--- src/verilog/bst_map.vh ---
// constants for the boundary-scan test access port
`ifndef BST_MAP_VH
`define BST_MAP_VH

// instruction register
`define BST_IR_W       3
`define BST_IR_EXTEST  3'h0
`define BST_IR_IDCODE  3'h1
`define BST_IR_SAMPLE  3'h2
`define BST_IR_CLAMP   3'h3
`define BST_IR_HIGHZ   3'h4
`define BST_IR_BYPASS  3'h7
`define BST_IR_CAPT    3'h1

// data registers
`define BST_ID_W       32
`define BST_ID_LSB     0
`define BST_BSR_W      8
`define BST_BSR_MSB    7
`define BST_ID_MSB     31

// identification code fields, values arbitrary
`define BST_ID_VER     4'h5
`define BST_ID_PART    16'h0ABC
`define BST_ID_MFR     11'h123
`define BST_ID_ONE     1'h1

// controller state width
`define BST_ST_W       4

`endif

--- src/verilog/bst_tap.v ---
// boundary-scan test access port controller and test registers
`timescale 1ns/1ps
`include "bst_map.vh"

module bst_tap (
   // system clock and reset
   input  wire                    clk_i,
   input  wire                    reset_i,
   // test access port pins
   input  wire                    tap_reset_pin_n_i,
   input  wire                    tap_clock_pin_i,
   input  wire                    tap_mode_select_pin_i,
   input  wire                    tap_serial_in_pin_i,
   output wire                    tap_serial_out_pin_o,
   output wire                    tap_serial_out_oe_o,
   // core logic side of the boundary pins
   input  wire [`BST_BSR_MSB:0]   core_data_i,
   input  wire [`BST_BSR_MSB:0]   pin_level_i,
   output wire [`BST_BSR_MSB:0]   pin_data_o,
   output wire                    pin_oe_o,
   // observation
   output wire [`BST_IR_W-1:0]    instr_o,
   output wire                    logic_reset_o
);

   // controller states
   localparam [3:0] ST_TLR  = 4'h0;
   localparam [3:0] ST_RTI  = 4'h1;
   localparam [3:0] ST_SDR  = 4'h2;
   localparam [3:0] ST_CDR  = 4'h3;
   localparam [3:0] ST_SHDR = 4'h4;
   localparam [3:0] ST_E1DR = 4'h5;
   localparam [3:0] ST_PDR  = 4'h6;
   localparam [3:0] ST_E2DR = 4'h7;
   localparam [3:0] ST_UDR  = 4'h8;
   localparam [3:0] ST_SIR  = 4'h9;
   localparam [3:0] ST_CIR  = 4'hA;
   localparam [3:0] ST_SHIR = 4'hB;
   localparam [3:0] ST_E1IR = 4'hC;
   localparam [3:0] ST_PIR  = 4'hD;
   localparam [3:0] ST_E2IR = 4'hE;
   localparam [3:0] ST_UIR  = 4'hF;

   // identification word, one in the lsb
   localparam [`BST_ID_MSB:0] ID_WORD =
      {`BST_ID_VER, `BST_ID_PART, `BST_ID_MFR, `BST_ID_ONE};

   // reset chain: asserted at once, released on clk_i
   reg  [1:0]               rst_sync_reg;
   wire                     rst_async;
   wire                     tap_rst;
   // pin synchronisers, two stages each
   reg  [1:0]               tck_sync_reg;
   reg                      tck_prev_reg;
   reg  [1:0]               tms_sync_reg;
   reg  [1:0]               tdi_sync_reg;
   reg  [`BST_BSR_MSB:0]    pin_meta_reg;
   reg  [`BST_BSR_MSB:0]    pin_sync_reg;
   // test clock edges seen on clk_i
   wire                     tck_rise;
   wire                     tck_fall;
   wire                     tms;
   wire                     tdi;
   // controller state
   reg  [`BST_ST_W-1:0]     state_reg;
   reg  [`BST_ST_W-1:0]     state_next;
   // instruction shift and latch
   reg  [`BST_IR_W-1:0]     ir_shift_reg;
   reg  [`BST_IR_W-1:0]     ir_reg;
   // data registers
   reg                      byp_reg;
   reg  [`BST_ID_MSB:0]     id_shift_reg;
   reg  [`BST_BSR_MSB:0]    bsr_shift_reg;
   reg  [`BST_BSR_MSB:0]    bsr_latch_reg;
   // serial output stage
   reg                      tdo_reg;
   reg                      tdo_oe_reg;
   reg                      tdo_next;
   // instruction decode
   wire                     sel_bsr;
   wire                     sel_id;
   wire                     sel_byp;
   wire                     drive_bsr;

   // test reset pin acts asynchronously on the tap
   assign rst_async = reset_i | ~tap_reset_pin_n_i;

   // reset synchroniser, constant loads only
   always @(posedge clk_i or posedge rst_async) begin
      if (rst_async) begin
         rst_sync_reg <= 2'h3;
      end else begin
         rst_sync_reg <= {rst_sync_reg[0], 1'h0};
      end
   end

   // tap reset stays high until two clean edges
   assign tap_rst = rst_sync_reg[1];

   // sample all pin inputs but the test reset through two flops
   always @(posedge clk_i or posedge reset_i) begin
      if (reset_i) begin
         tck_sync_reg <= 2'h0;
         tck_prev_reg <= 1'h0;
         tms_sync_reg <= 2'h3;
         tdi_sync_reg <= 2'h3;
         pin_meta_reg <= {`BST_BSR_W{1'h0}};
         pin_sync_reg <= {`BST_BSR_W{1'h0}};
      end else begin
         tck_sync_reg <= {tck_sync_reg[0], tap_clock_pin_i};
         tck_prev_reg <= tck_sync_reg[1];
         tms_sync_reg <= {tms_sync_reg[0], tap_mode_select_pin_i};
         tdi_sync_reg <= {tdi_sync_reg[0], tap_serial_in_pin_i};
         pin_meta_reg <= pin_level_i;
         pin_sync_reg <= pin_meta_reg;
      end
   end

   // edges of the test clock, from second stage only
   assign tck_rise = tck_sync_reg[1] & ~tck_prev_reg;
   assign tck_fall = ~tck_sync_reg[1] & tck_prev_reg;
   assign tms      = tms_sync_reg[1];
   assign tdi      = tdi_sync_reg[1];

   // instruction decode
   assign sel_bsr = (ir_reg == `BST_IR_EXTEST) |
                    (ir_reg == `BST_IR_SAMPLE);
   assign sel_id  = (ir_reg == `BST_IR_IDCODE);
   // clamp, highz, bypass and unused codes take the bypass stage
   assign sel_byp = ~sel_bsr & ~sel_id;
   // extest and clamp drive the latched cells onto the pins
   assign drive_bsr = (ir_reg == `BST_IR_EXTEST) |
                      (ir_reg == `BST_IR_CLAMP);

   // next state from mode select level
   always @* begin
      state_next = state_reg;
      case (state_reg)
         ST_TLR:  state_next = tms ? ST_TLR  : ST_RTI;
         ST_RTI:  state_next = tms ? ST_SDR  : ST_RTI;
         ST_SDR:  state_next = tms ? ST_SIR  : ST_CDR;
         ST_CDR:  state_next = tms ? ST_E1DR : ST_SHDR;
         ST_SHDR: state_next = tms ? ST_E1DR : ST_SHDR;
         ST_E1DR: state_next = tms ? ST_UDR  : ST_PDR;
         ST_PDR:  state_next = tms ? ST_E2DR : ST_PDR;
         ST_E2DR: state_next = tms ? ST_UDR  : ST_SHDR;
         ST_UDR:  state_next = tms ? ST_SDR  : ST_RTI;
         ST_SIR:  state_next = tms ? ST_TLR  : ST_CIR;
         ST_CIR:  state_next = tms ? ST_E1IR : ST_SHIR;
         ST_SHIR: state_next = tms ? ST_E1IR : ST_SHIR;
         ST_E1IR: state_next = tms ? ST_UIR  : ST_PIR;
         ST_PIR:  state_next = tms ? ST_E2IR : ST_PIR;
         // inverted sense kept as the device behaves
         ST_E2IR: state_next = tms ? ST_SHIR : ST_UIR;
         ST_UIR:  state_next = tms ? ST_SDR  : ST_RTI;
         default: state_next = ST_TLR;
      endcase
   end

   // state register moves only on a test clock rise
   always @(posedge clk_i or posedge tap_rst) begin
      if (tap_rst) begin
         state_reg <= ST_TLR;
      end else if (tck_rise) begin
         state_reg <= state_next;
      end
   end

   // instruction shift path, rising edges
   always @(posedge clk_i or posedge tap_rst) begin
      if (tap_rst) begin
         ir_shift_reg <= `BST_IR_CAPT;
      end else if (tck_rise) begin
         case (state_reg)
            // fixed pattern with ones-zero in the low bits
            ST_CIR:  ir_shift_reg <= `BST_IR_CAPT;
            // lsb leaves first, tdi enters at the msb
            ST_SHIR: ir_shift_reg <= {tdi, ir_shift_reg[`BST_IR_W-1:1]};
            default: ir_shift_reg <= ir_shift_reg;
         endcase
      end
   end

   // instruction latch, falling edges
   always @(posedge clk_i or posedge tap_rst) begin
      if (tap_rst) begin
         ir_reg <= `BST_IR_IDCODE;
      end else if (state_reg == ST_TLR) begin
         // identification forced while in reset state
         ir_reg <= `BST_IR_IDCODE;
      end else if (tck_fall && state_reg == ST_UIR) begin
         ir_reg <= ir_shift_reg;
      end
   end

   // bypass stage
   always @(posedge clk_i or posedge tap_rst) begin
      if (tap_rst) begin
         byp_reg <= 1'h0;
      end else if (tck_rise && sel_byp) begin
         if (state_reg == ST_CDR) begin
            byp_reg <= 1'h0;
         end else if (state_reg == ST_SHDR) begin
            byp_reg <= tdi;
         end
      end
   end

   // identification shift register
   always @(posedge clk_i or posedge tap_rst) begin
      if (tap_rst) begin
         id_shift_reg <= ID_WORD;
      end else if (tck_rise && sel_id) begin
         if (state_reg == ST_CDR) begin
            id_shift_reg <= ID_WORD;
         end else if (state_reg == ST_SHDR) begin
            id_shift_reg <= {tdi, id_shift_reg[`BST_ID_MSB:1]};
         end
      end
   end

   // boundary shift path, captures the pin levels
   always @(posedge clk_i or posedge tap_rst) begin
      if (tap_rst) begin
         bsr_shift_reg <= {`BST_BSR_W{1'h0}};
      end else if (tck_rise && sel_bsr) begin
         if (state_reg == ST_CDR) begin
            bsr_shift_reg <= pin_sync_reg;
         end else if (state_reg == ST_SHDR) begin
            bsr_shift_reg <= {tdi, bsr_shift_reg[`BST_BSR_MSB:1]};
         end
      end
   end

   // boundary output latch, falling edge in update-DR
   always @(posedge clk_i or posedge tap_rst) begin
      if (tap_rst) begin
         bsr_latch_reg <= {`BST_BSR_W{1'h0}};
      end else if (tck_fall && state_reg == ST_UDR && sel_bsr) begin
         bsr_latch_reg <= bsr_shift_reg;
      end
   end

   // serial output bit of the selected path
   always @* begin
      tdo_next = byp_reg;
      if (state_reg == ST_SHIR) begin
         tdo_next = ir_shift_reg[0];
      end else if (sel_bsr) begin
         tdo_next = bsr_shift_reg[0];
      end else if (sel_id) begin
         tdo_next = id_shift_reg[`BST_ID_LSB];
      end
   end

   // output changes on falling edges, driven only while shifting
   always @(posedge clk_i or posedge tap_rst) begin
      if (tap_rst) begin
         tdo_reg    <= 1'h0;
         tdo_oe_reg <= 1'h0;
      end else if (tck_fall) begin
         tdo_reg    <= tdo_next;
         tdo_oe_reg <= (state_reg == ST_SHIR) | (state_reg == ST_SHDR);
      end
   end

   // serial pin; a stopped clock leaves every flop but the pin synchronisers unchanged
   assign tap_serial_out_pin_o = tdo_reg;
   assign tap_serial_out_oe_o  = tdo_oe_reg;

   // system pins: core passes through unless a test drives them
   assign pin_data_o = drive_bsr ? bsr_latch_reg : core_data_i;
   assign pin_oe_o   = (ir_reg != `BST_IR_HIGHZ);

   // observation outputs
   assign instr_o       = ir_reg;
   assign logic_reset_o = (state_reg == ST_TLR);

   // register set: instruction, bypass, boundary, identification
   // all four sit on the serial output mux above

endmodule // bst_tap

--- config.mk ---
export PLATFORM = sky130hd
export DESIGN_NAME = bst_tap
export DESIGN_NICKNAME = d
export VERILOG_FILES = /design/src/verilog/bst_tap.v
export VERILOG_INCLUDE_DIRS = /design/src /design/src/verilog
export SDC_FILE = /design/constraint.sdc
export NUM_CORES = 1
export LEC_CHECK = 0
export ABC_AREA = 1
export BUFFER_PORTS_ARGS = -buffer_cell sky130_fd_sc_hd__clkbuf_2
export CELL_PAD_IN_SITES_DETAIL_PLACEMENT = 0
export CELL_PAD_IN_SITES_GLOBAL_PLACEMENT = 1
export CORE_MARGIN = 2
export CORE_UTILIZATION = 25
export DETAILED_ROUTE_END_ITERATION = 10
export PLACE_DENSITY = 0.46
export REMOVE_ABC_BUFFERS = 1
export SYNTH_ARGS = -nofsm -noshare
export SYNTH_HDL_FRONTEND = slang
export SYNTH_SLANG_ARGS = --single-unit
--- constraint.sdc ---
create_clock -name clk_i -period 2.25 [get_ports clk_i]
set_clock_uncertainty 0.2 [all_clocks]
set_input_delay 0.675 -clock clk_i [delete_from_list [all_inputs] [get_ports clk_i]]
set_output_delay 0.675 -clock clk_i [all_outputs]
set_load 0.02 [all_outputs]
==> impl_metrics.csv, run 1 <==
group,metric,value,unit
critical_path,path_delay_family,"flip-flops",
global_route,grt_pass1_vias,2690,
floorplanning,dieArea,0.0156,mm²
clocking,cts_buffers,9,
power,vdd_ir_drop_max,0.376,mV
clocking,cts.sinks,86,
routing,drt_iter0_markers,143,
run_status,outcome,"finished with violations",
timing,fmax,407,MHz
routing,viasPerCell,4.24,
power,leakage,2.12,nW
floorplanning,fp.dieH,125,µm
place,dp_hpwl,5210,µm
routing,wire_per_inst,12.3,µm
synthesis,synth_area,0.00365,mm²
final_layout,drive_gt1_share,29.3,%
final_layout,largest_register_ffs,32,
run_status,violations,"negative setup slack",
timing,fin_crit,2.46,ns
floorplanning,rows,44,
final_layout,fillers,1494,
synthesis,synth_xor_area_share,0,%
timing,period_share,109,%
place,place_congestion,0.775,
synthesis,synth-compound-area-share,11.9,%
floorplanning,core_area,0.0144,mm²
critical_path,rr_worst_depth,7,
timing,rsz0062_at_grt,"yes",
critical_path,crit_required,1.37,ns
clocking,clock_latency,0.35,ns
synthesis,synth_fa_ha_area_share,0,%
clocking,ctsHoldBuffers,0,
critical_path,slowest_stage,"dfstp_2",
critical_path,rrSetupSlack,0.35,ns
synthesis,synth_top_family_by_area,"simple AND/OR/NAND/NOR gates",
critical_path,critical_path_class,"reg2out",
synthesis,ys.flop_type,"dfrtp_1",
synthesis,synth_edf_count,0,
critical_path,end_kind,"output pin",
synthesis,syn_avg_cell_area,8.96,µm²
global_route,antenna_found_initial,0,
clocking,clkTransAtPathRegs,0.07,ns
final_layout,nets,484,
routing,drcViolationCount,0,
global_route,grtUsageTotal,10.9,%
job,cap_violations,0,
clocking,clockBufferDepth,2,
critical_path,reg2reg_from,"instr_o[0]$_DFFE_PP1P_",
power,p_per_area,1190,mW/mm²
synthesis,synthMuxAreaShare,0,%
critical_path,cp_max_fo,8,
timing,maxSlewViolCount,0,
critical_path,startpoint,"instr_o[0]$_DFFE_PP1P_",
synthesis,synth_cell_types,26,
place,post-place-cells,626,
clocking,cts_tree,"yes",
global_route,grt_pass1_wl,13400,µm
floorplanning,die_w,125,µm
final_layout,area_delta_synth_final,26.5,%
global_route,grt_max_degree,62,
critical_path,cp.arrival,1.58,ns
synthesis,synth_seq_area_share,59.6,%
synthesis,synth_seq_cells,86,
final_layout,insertedDiodeCount,0,
synthesis,synthCells,408,
critical_path,critPathBufInv,3,
critical_path,rr_endpoint,"id_shift_reg[13]$_DFFE_PP0P_",
hold_path,min_path_type,"reg2async",
critical_path,startpoint_type,"flip-flop",
routing,ant_nets,0,
timing,setup_ws,-0.208,ns
timing,final_hold_viol_count,0,
routing,via_count,2762,
floorplanning,pin_count,37,
final_layout,post_layout_nonfiller_instances,651,
floorplanning,initial_utilization,25.3,%
routing,routed_wl,8000,µm
synthesis,yosys_warnings,0,
critical_path,critPathMaxStageDelay,0.56,ns
global_route,overflow,0,
final_layout,fin_util,32.1,%
synthesis,synth-simple-area-share,21.3,%
place,io_buffers,36,
synthesis,synthArstFlopShare,100,%
timing,setup-violations-final,9,
routing,first_pass_iters,4,
clocking,h-tree-depth,3,
critical_path,cp_cell_sequence,"inv_4 > o21ai_4 > a21oi_4 > buf_8 > o21ai_2 > clkbuf_8",
clocking,clock-root-buffer,"clkbuf_16",
[power by group]
part / switching [mW] / total, mW / internal, mW
Clock: 0.706 / 1.49 / 0.788
Combinational: 1.12 / 1.91 / 0.791
Sequential: 0.180 / 2.10 / 1.92
[worst min-delay path, cell delays in order, from the launching register on]
cell and delay, ns:
dfstp_2 0.37, inv_2 0.05, buf_12 0.30
[cell usage in the layout (no fill, tap or decap), types with 4 or more instances in the layout]
| cell type | synthesis | layout |
|---|---|---|
| inv_1 | 37 | 34 |
| dfrtp_1 | 64 | 61 |
| o21ai_1 | 41 | 41 |
| o21ai_0 | 25 | 17 |
| dfstp_2 | 22 | 22 |
| nand2_2 | 2 | 5 |
| nand2_1 | 127 | 124 |
| buf_4 | 3 | 18 |
| nand3_1 | 14 | 13 |
| clkbuf_16 | 0 | 9 |
| clkbuf_8 | 0 | 5 |
| nor2_1 | 31 | 31 |
| inv_2 | 2 | 4 |
| o21ai_2 | 8 | 14 |
| clkbuf_2 | 0 | 26 |
[worst max-delay path by stage]
stage               depth (start not counted)  slack [ns]             to
global route                                7       -0.27  pin_data_o[7]
finish                                      6       -0.21  pin_data_o[4]
detailed placement                          6        0.08  pin_data_o[1]
global placement                            6        0.11  pin_data_o[6]
floorplan                                   3       -0.25  pin_data_o[0]
CTS                                         6       -0.27  pin_data_o[4]
[synth_stat cells (3+ instances only)]
cell,instances,area (µm²)
o21ai_0,25,125
inv_1,37,139
nand2_1,127,477
dfrtp_1,64,1600
buf_6,4,45.0
dfstp_2,22,578
nor2_2,4,25.0
o21ai_2,8,70.1
nor2_1,31,116
buf_4,3,22.5
nand3_1,14,70.1
buf_2,8,40.0
o21ai_1,41,205
[layer usage]
metal	wire, µm	GRT usage, %
met5	0	0
met1	3860	13.4
met3	244	3.69
met4	114	3.73
met2	3780	18.1
[cell families (layout without fill, tap and decap cells)]
logic type	Yosys count	in the layout
and+or+nand+nor	186	186
DFF	86	86
AOI/OAI and AO/OA	80	80
buffers and inverters	55	114
other	1	1
[what timing repair did]
item,in CTS,in global routing
gates cloned,1,0
hold endpoints to repair,0,0
resized for setup,46,13
endpoints found under the setup margin,9,10
buffers inserted,4,4
pin swaps,4,3
[stage by stage]
step	worst slack (ns)	instance area (µm²)	total power, mW	TNS (ns)	hold slack [ns]
floorplan	-0.249	3550	3.17	-1.99	0.131
global placement	0.113	4090	3.71	0	0.134
detailed placement	0.0812	4090	3.70	0	0.135
CTS	-0.267	4560	5.53	-2.10	0.149
global route	-0.266	4620	5.89	-2.14	0.158
finish	-0.208	4620	5.50	-1.59	0.121
[layout make-up]
type	count	area (µm²)	area share, %
Clock inverter	7	73.8	1.60
Clock buffer	9	225	4.87
Timing Repair Buffer	58	467	10.1
Sequential cell	86	2180	47.2
Inverter	40	154	3.33
Multi-Input combinational cell	267	1290	27.9
Tap cell	184	230	4.98
Note: power is estimated with default switching activity, not from simulation.
==> run 2: changes to the inputs <==
--- a/config.mk
+++ b/config.mk
@@ -7,13 +7,13 @@
 export NUM_CORES = 1
 export LEC_CHECK = 0
 export ABC_AREA = 1
-export BUFFER_PORTS_ARGS = -buffer_cell sky130_fd_sc_hd__clkbuf_2
 export CELL_PAD_IN_SITES_DETAIL_PLACEMENT = 0
 export CELL_PAD_IN_SITES_GLOBAL_PLACEMENT = 1
 export CORE_MARGIN = 2
 export CORE_UTILIZATION = 25
 export DETAILED_ROUTE_END_ITERATION = 10
-export PLACE_DENSITY = 0.46
+export DONT_BUFFER_PORTS = 1
+export PLACE_DENSITY = 0.43
 export REMOVE_ABC_BUFFERS = 1
 export SYNTH_ARGS = -nofsm -noshare
 export SYNTH_HDL_FRONTEND = slang
==> run 2 against run 1 <==
Against the previous run: the flow still finishes with violations (negative setup slack); clock-buffer cell count unchanged; worst setup slack about the same; sequential power about the same; die area unchanged; non-clock buffer count down 34; largest cell class unchanged.
==> impl_metrics.csv, run 2 (synthesis results as in run 1) <==
group,metric,value,unit
timing,setup-violations-final,8,
critical_path,critical_path_class,"reg2out",
power,seq_power_share,39.4,%
clocking,clock-root-buffer,"clkbuf_16",
final_layout,area_delta_synth_final,19.5,%
final_layout,final_common_cell,"nand2_1",
critical_path,slowest_stage,"dfstp_2",
power,leakage,1.95,nW
routing,via_count,2551,
power,p_int,3.51,mW
timing,setup_ws,-0.208,ns
floorplanning,dieArea,0.0156,mm²
power,p_clk_share,30.5,%
critical_path,reg2reg_from,"state_reg[1]$_DFFE_PP0P_",
timing,whs,0.0600,ns
critical_path,rr_worst_depth,7,
critical_path,cp.arrival,1.58,ns
critical_path,end_kind,"output pin",
timing,period_share,109,%
final_layout,multi_input_area,0.00126,mm²
clocking,clkTransAtPathRegs,0.07,ns
routing,drt_iter0_markers,118,
routing,viasPerCell,4.13,
global_route,grt_pass1_wl,13400,µm
final_layout,largest_register_ffs,32,
floorplanning,rows,44,
place,io_buffers,0,
final_layout,insertedDiodeCount,0,
routing,routed_wl,7820,µm
power,fin_total_pwr,5.40,mW
critical_path,cp_max_fo,16,
power,p_comb_share,30.1,%
global_route,grt_max_degree,65,
global_route,antenna_found_initial,0,
place,dp_hpwl,5140,µm
global_route,grtUsageTotal,11.0,%
routing,wire_per_inst,12.7,µm
clocking,ctsHoldBuffers,0,
power,p_sw,1.89,mW
clocking,cts.sinks,86,
routing,ant_nets,0,
clocking,cts_buffers,9,
timing,fin_crit,2.46,ns
place,post-place-ws,-0.363,ns
timing,final_hold_viol_count,0,
place,place_congestion,0.759,
power,sw_frac_of_total,35.0,%
final_layout,fillers,1549,
floorplanning,fp.dieH,125,µm
final_layout,final_cell_mix,"nand2_1, dfrtp_1, o21ai_1",
floorplanning,die_w,125,µm
critical_path,path_delay_family,"flip-flops",
final_layout,seqCellArea,0.00218,mm²
clocking,clockBufferDepth,2,
critical_path,cp_cell_sequence,"inv_2 > o21ai_2 > a21oi_4 > buf_12 > nand2_1 > o21ai_2 > buf_4",
critical_path,cp.depth,7,
hold_path,min_path_type,"in2async",
critical_path,crit_required,1.37,ns
timing,maxSlewViolCount,0,
clocking,clock_latency,0.34,ns
critical_path,rr_endpoint,"id_shift_reg[16]$_DFFE_PP1P_",
critical_path,startpoint_type,"flip-flop",
timing,rsz0062_at_grt,"yes",
power,vdd_ir_drop_max,0.553,mV
critical_path,rrSetupSlack,0.43,ns
routing,drcViolationCount,0,
routing,first_pass_iters,4,
global_route,overflow,0,
floorplanning,pin_count,37,
critical_path,critPathBufInv,3,
run_status,outcome,"finished with violations",
critical_path,cp_common_cell,"o21ai_2",
global_route,grt_pass1_vias,2590,
floorplanning,initial_utilization,25.3,%
final_layout,drive_gt1_share,22.2,%
clocking,h-tree-depth,3,
critical_path,critPathMaxStageDelay,0.54,ns
run_status,violations,"negative setup slack",
final_layout,nets,450,
floorplanning,core_area,0.0144,mm²
timing,fmax,407,MHz
power,p_per_area,1240,mW/mm²
job,cap_violations,0,
clocking,cts_tree,"yes",
final_layout,fin_util,30.3,%
==> run 2: cell count changes in the layout (fill, tap and decap cells not counted), moves of 2 or more <==
cell / change
buf_8: -3
dfrtp_1: +3
inv_6: -2
o21ai_1: +2
clkbuf_8: -5
buf_4: +3
clkbuf_2: -26
buf_6: -2
dfrtp_2: -3
clkinvlp_4: +2
o21ai_4: -2
bufinv_16: +2
==> run 2: repair_timing <==
| action | CTS | global route |
|---|---|---|
| endpoints found under the setup margin | 9 | 9 |
| pin swaps | 0 | 1 |
| gates resized for setup | 8 | 13 |
| setup buffers | 1 | 1 |
==> run 2: power by group through the flow <==
stage,sequential (mW),clock [mW],combinational [mW]
after floorplan,2.12,0,1.05
after global placement,2.15,0,1.55
after detailed placement,2.15,0,1.54
after CTS,2.12,1.71,1.61
after global routing,2.17,1.78,1.87
final,2.13,1.65,1.63
==> run 2: area by class of cell <==
class                           count  area share (%)
Inverter                           40            3.47
Clock inverter                      7            2.38
Timing Repair Buffer               24            4.98
Sequential cell                    86            49.9
Tap cell                          184            5.27
Multi-Input combinational cell    267            28.8
Clock buffer                        9            5.16
==> run 2: worst max path at each step <==
stage	endpoint	startpoint	slack [ns]
after floorplan	pin_data_o[0]	instr_o[0]$_DFFE_PP1P_	-0.25
after global placement	pin_data_o[5]	instr_o[0]$_DFFE_PP1P_	-0.28
after detailed placement	pin_data_o[5]	instr_o[0]$_DFFE_PP1P_	-0.36
after CTS	pin_data_o[1]	instr_o[0]$_DFFE_PP1P_	-0.23
after global routing	pin_data_o[0]	instr_o[0]$_DFFE_PP1P_	-0.29
final	pin_data_o[3]	instr_o[0]$_DFFE_PP1P_	-0.21
==> run 2: metrics by stage <==
step | instance area (µm²) | setup TNS (ns) | instances
after floorplan | 3550 | -1.99 | 393
after global placement | 3980 | -2.16 | 600
after detailed placement | 3980 | -2.76 | 600
after CTS | 4340 | -1.76 | 617
after global routing | 4370 | -2.22 | 617
final | 4370 | -1.60 | 617
==> run 2: metal layers <==
metal | share of wire [%] | vias to the layer above | global-route usage [%] | routed length [µm]
li1 | - | 1325 | - | -
met1 | 49 | 1185 | 14.2 | 3800
met2 | 46 | 31 | 17.0 | 3590
met3 | 3.9 | 10 | 4.17 | 303
met4 | 1.6 | 0 | 3.79 | 124
met5 | 0 | - | 0 | 0
==> run 3: changes to the inputs <==
--- a/config.mk
+++ b/config.mk
@@ -7,7 +7,7 @@
 export NUM_CORES = 1
 export LEC_CHECK = 0
 export ABC_AREA = 1
-export CELL_PAD_IN_SITES_DETAIL_PLACEMENT = 0
+export CELL_PAD_IN_SITES_DETAIL_PLACEMENT = 1
 export CELL_PAD_IN_SITES_GLOBAL_PLACEMENT = 1
 export CORE_MARGIN = 2
 export CORE_UTILIZATION = 25
==> run 3 against run 2 <==
Against the previous run: the flow still finishes with violations (negative setup slack); worst hold slack improved by 0.0024 ns; worst setup slack improved by 0.014 ns; maximum frequency increased by 0.56%; highest routed layer unchanged.
==> impl_metrics.csv, run 3 (synthesis results as in run 1) <==
group,metric,value,unit
final_layout,largest_register_ffs,32,
place,placed_cell_area,0.00398,mm²
clocking,clkTransAtPathRegs,0.06,ns
critical_path,end_kind,"output pin",
routing,routed_wl,8270,µm
global_route,antenna_found_initial,0,
final_layout,post_layout_nonfiller_instances,617,
critical_path,crit_required,1.37,ns
clocking,cts_buffers,9,
critical_path,path_delay_family,"flip-flops",
final_layout,nets,450,
run_status,violations,"negative setup slack",
power,leakage,1.97,nW
final_layout,design_area,0.00441,mm²
critical_path,cp_max_fo,16,
routing,drcViolationCount,0,
floorplanning,fp.dieH,125,µm
power,seq_power_share,38.3,%
power,p_comb_share,29.8,%
power,sw_frac_of_total,34.5,%
critical_path,critical_path_class,"reg2out",
timing,rsz0062_at_grt,"yes",
global_route,grtUsageTotal,11.4,%
critical_path,slowest_stage,"dfstp_2",
clocking,h-tree-depth,3,
timing,setup-violations-final,8,
critical_path,critPathBufInv,3,
routing,routed-wl-met3,300,µm
routing,via_count,2646,
routing,wire_per_inst,13.4,µm
power,p_clk_share,31.9,%
final_layout,final_common_cell,"nand2_1",
place,dp_hpwl,5580,µm
place,io_buffers,0,
critical_path,critPathMaxStageDelay,0.55,ns
floorplanning,pin_count,37,
floorplanning,core_area,0.0144,mm²
routing,m1WireLength,4040,µm
timing,fin_crit,2.44,ns
clocking,clock-root-buffer,"clkbuf_16",
clocking,cts.sinks,86,
floorplanning,dieArea,0.0156,mm²
global_route,grt_max_degree,65,
hold_path,min_path_type,"in2async",
critical_path,startpoint_type,"flip-flop",
routing,viasPerCell,4.29,
final_layout,area_delta_synth_final,20.8,%
floorplanning,die_w,125,µm
final_layout,final_cell_mix,"nand2_1, dfrtp_1, o21ai_1",
run_status,outcome,"finished with violations",
clocking,clock_latency,0.34,ns
power,p_int,3.64,mW
job,cap_violations,0,
routing,met2WireLength,3840,µm
routing,highest_layer,"met4",
global_route,overflow,0,
timing,final_hold_viol_count,0,
power,p_sw,1.92,mW
routing,first_pass_iters,4,
floorplanning,initial_utilization,25.3,%
clocking,clockBufferDepth,2,
final_layout,drive_gt1_share,22.6,%
place,post-place-cells,600,
routing,drt_iter0_markers,125,
critical_path,cp.arrival,1.57,ns
timing,fmax,409,MHz
global_route,grt_pass1_wl,14200,µm
timing,period_share,109,%
clocking,cts_tree,"yes",
power,vdd_ir_drop_max,0.541,mV
final_layout,insertedDiodeCount,0,
critical_path,cp_cell_sequence,"inv_4 > o21ai_4 > a21oi_4 > buf_12 > o21ai_1 > buf_4",
routing,ant_nets,0,
place,place_congestion,0.759,
global_route,grt_pass1_vias,2733,
timing,setup_ws,-0.194,ns
floorplanning,rows,44,
timing,maxSlewViolCount,0,
power,p_per_area,1260,mW/mm²
-- run 3: cell types whose count changed in the layout (fill, tap and decap cells not counted), sizes merged --
cell	before	now
clkinvlp	2	0
inv	41	43
bufinv	2	3
clkinv	2	1
-- run 3: cell type report --
type                            instances  area (µm²)
Clock inverter                          7         128
Multi-Input combinational cell        267        1280
Clock buffer                            9         225
Inverter                               40         154
Timing Repair Buffer                   24         221
Sequential cell                        86        2180
Tap cell                              184         230
Fill cell                            1693       10000
-- run 3: final timing paths --
kind / slack, ns / end / startpoint / depth (start not counted)
worst max-delay path: -0.19 / pin_data_o[6] / instr_o[0]$_DFFE_PP1P_ / 6
min in group clk_i: 0.13 / tms_sync_reg[0]$_DFF_PP1_ / tap_mode_select_pin_i / 0
worst max register to register: 0.39 / id_shift_reg[20]$_DFFE_PP0P_ / instr_o[1]$_DFFE_PP0P_ / 8
worst min-delay path: 0.06 / pin_meta_reg[5]$_DFF_PP0_ / reset_i / 2
worst min register to register: 0.11 / bsr_shift_reg[6]$_DFFE_PP0P_ / rst_sync_reg[1]$_DFF_PP1_ / 2
max in group asynchronous: 1.41 / id_shift_reg[9]$_DFFE_PP1P_ / rst_sync_reg[1]$_DFF_PP1_ / 2
-- run 3: power by group through the flow --
| stage | Combinational (mW) | Sequential, mW | Clock, mW |
|---|---|---|---|
| 6_report | 1.66 | 2.13 | 1.77 |
| 3_5_place_dp | 1.56 | 2.16 | 0 |
| 2_1_floorplan | 1.05 | 2.12 | 0 |
| 4_1_cts | 1.64 | 2.13 | 1.86 |
| 5_1_grt | 1.90 | 2.18 | 1.91 |
| 3_3_place_gp | 1.55 | 2.15 | 0 |
-- run 3: repair_timing --
action                     CTS  global route
pin swaps                    0             0
setup buffers                1             1
hold buffers                 0             0
setup endpoints to repair    9             9
cloned                       0             0
gates resized for setup     11            15
-- run 3: layer usage --
layer / global-route usage (%) / vias to the layer above
met5: 0 / -
li1: - / 1329
met4: 2.75 / 0
met2: 18.4 / 26
met1: 14.9 / 1285
met3: 3.95 / 6
-- run 3: metrics by stage --
stage | total power [mW] | worst slack, ns | hold slack, ns | setup TNS (ns) | utilization (%)
CTS | 5.63 | -0.247 | 0.0583 | -1.78 | 30.2
global route | 5.98 | -0.261 | 0.0984 | -1.97 | 30.6
floorplan | 3.17 | -0.249 | 0.131 | -1.99 | -
finish | 5.56 | -0.194 | 0.0624 | -1.43 | 30.6
detailed placement | 3.72 | -0.382 | 0.136 | -2.79 | 27.6
global placement | 3.70 | -0.278 | 0.132 | -2.16 | 27.6
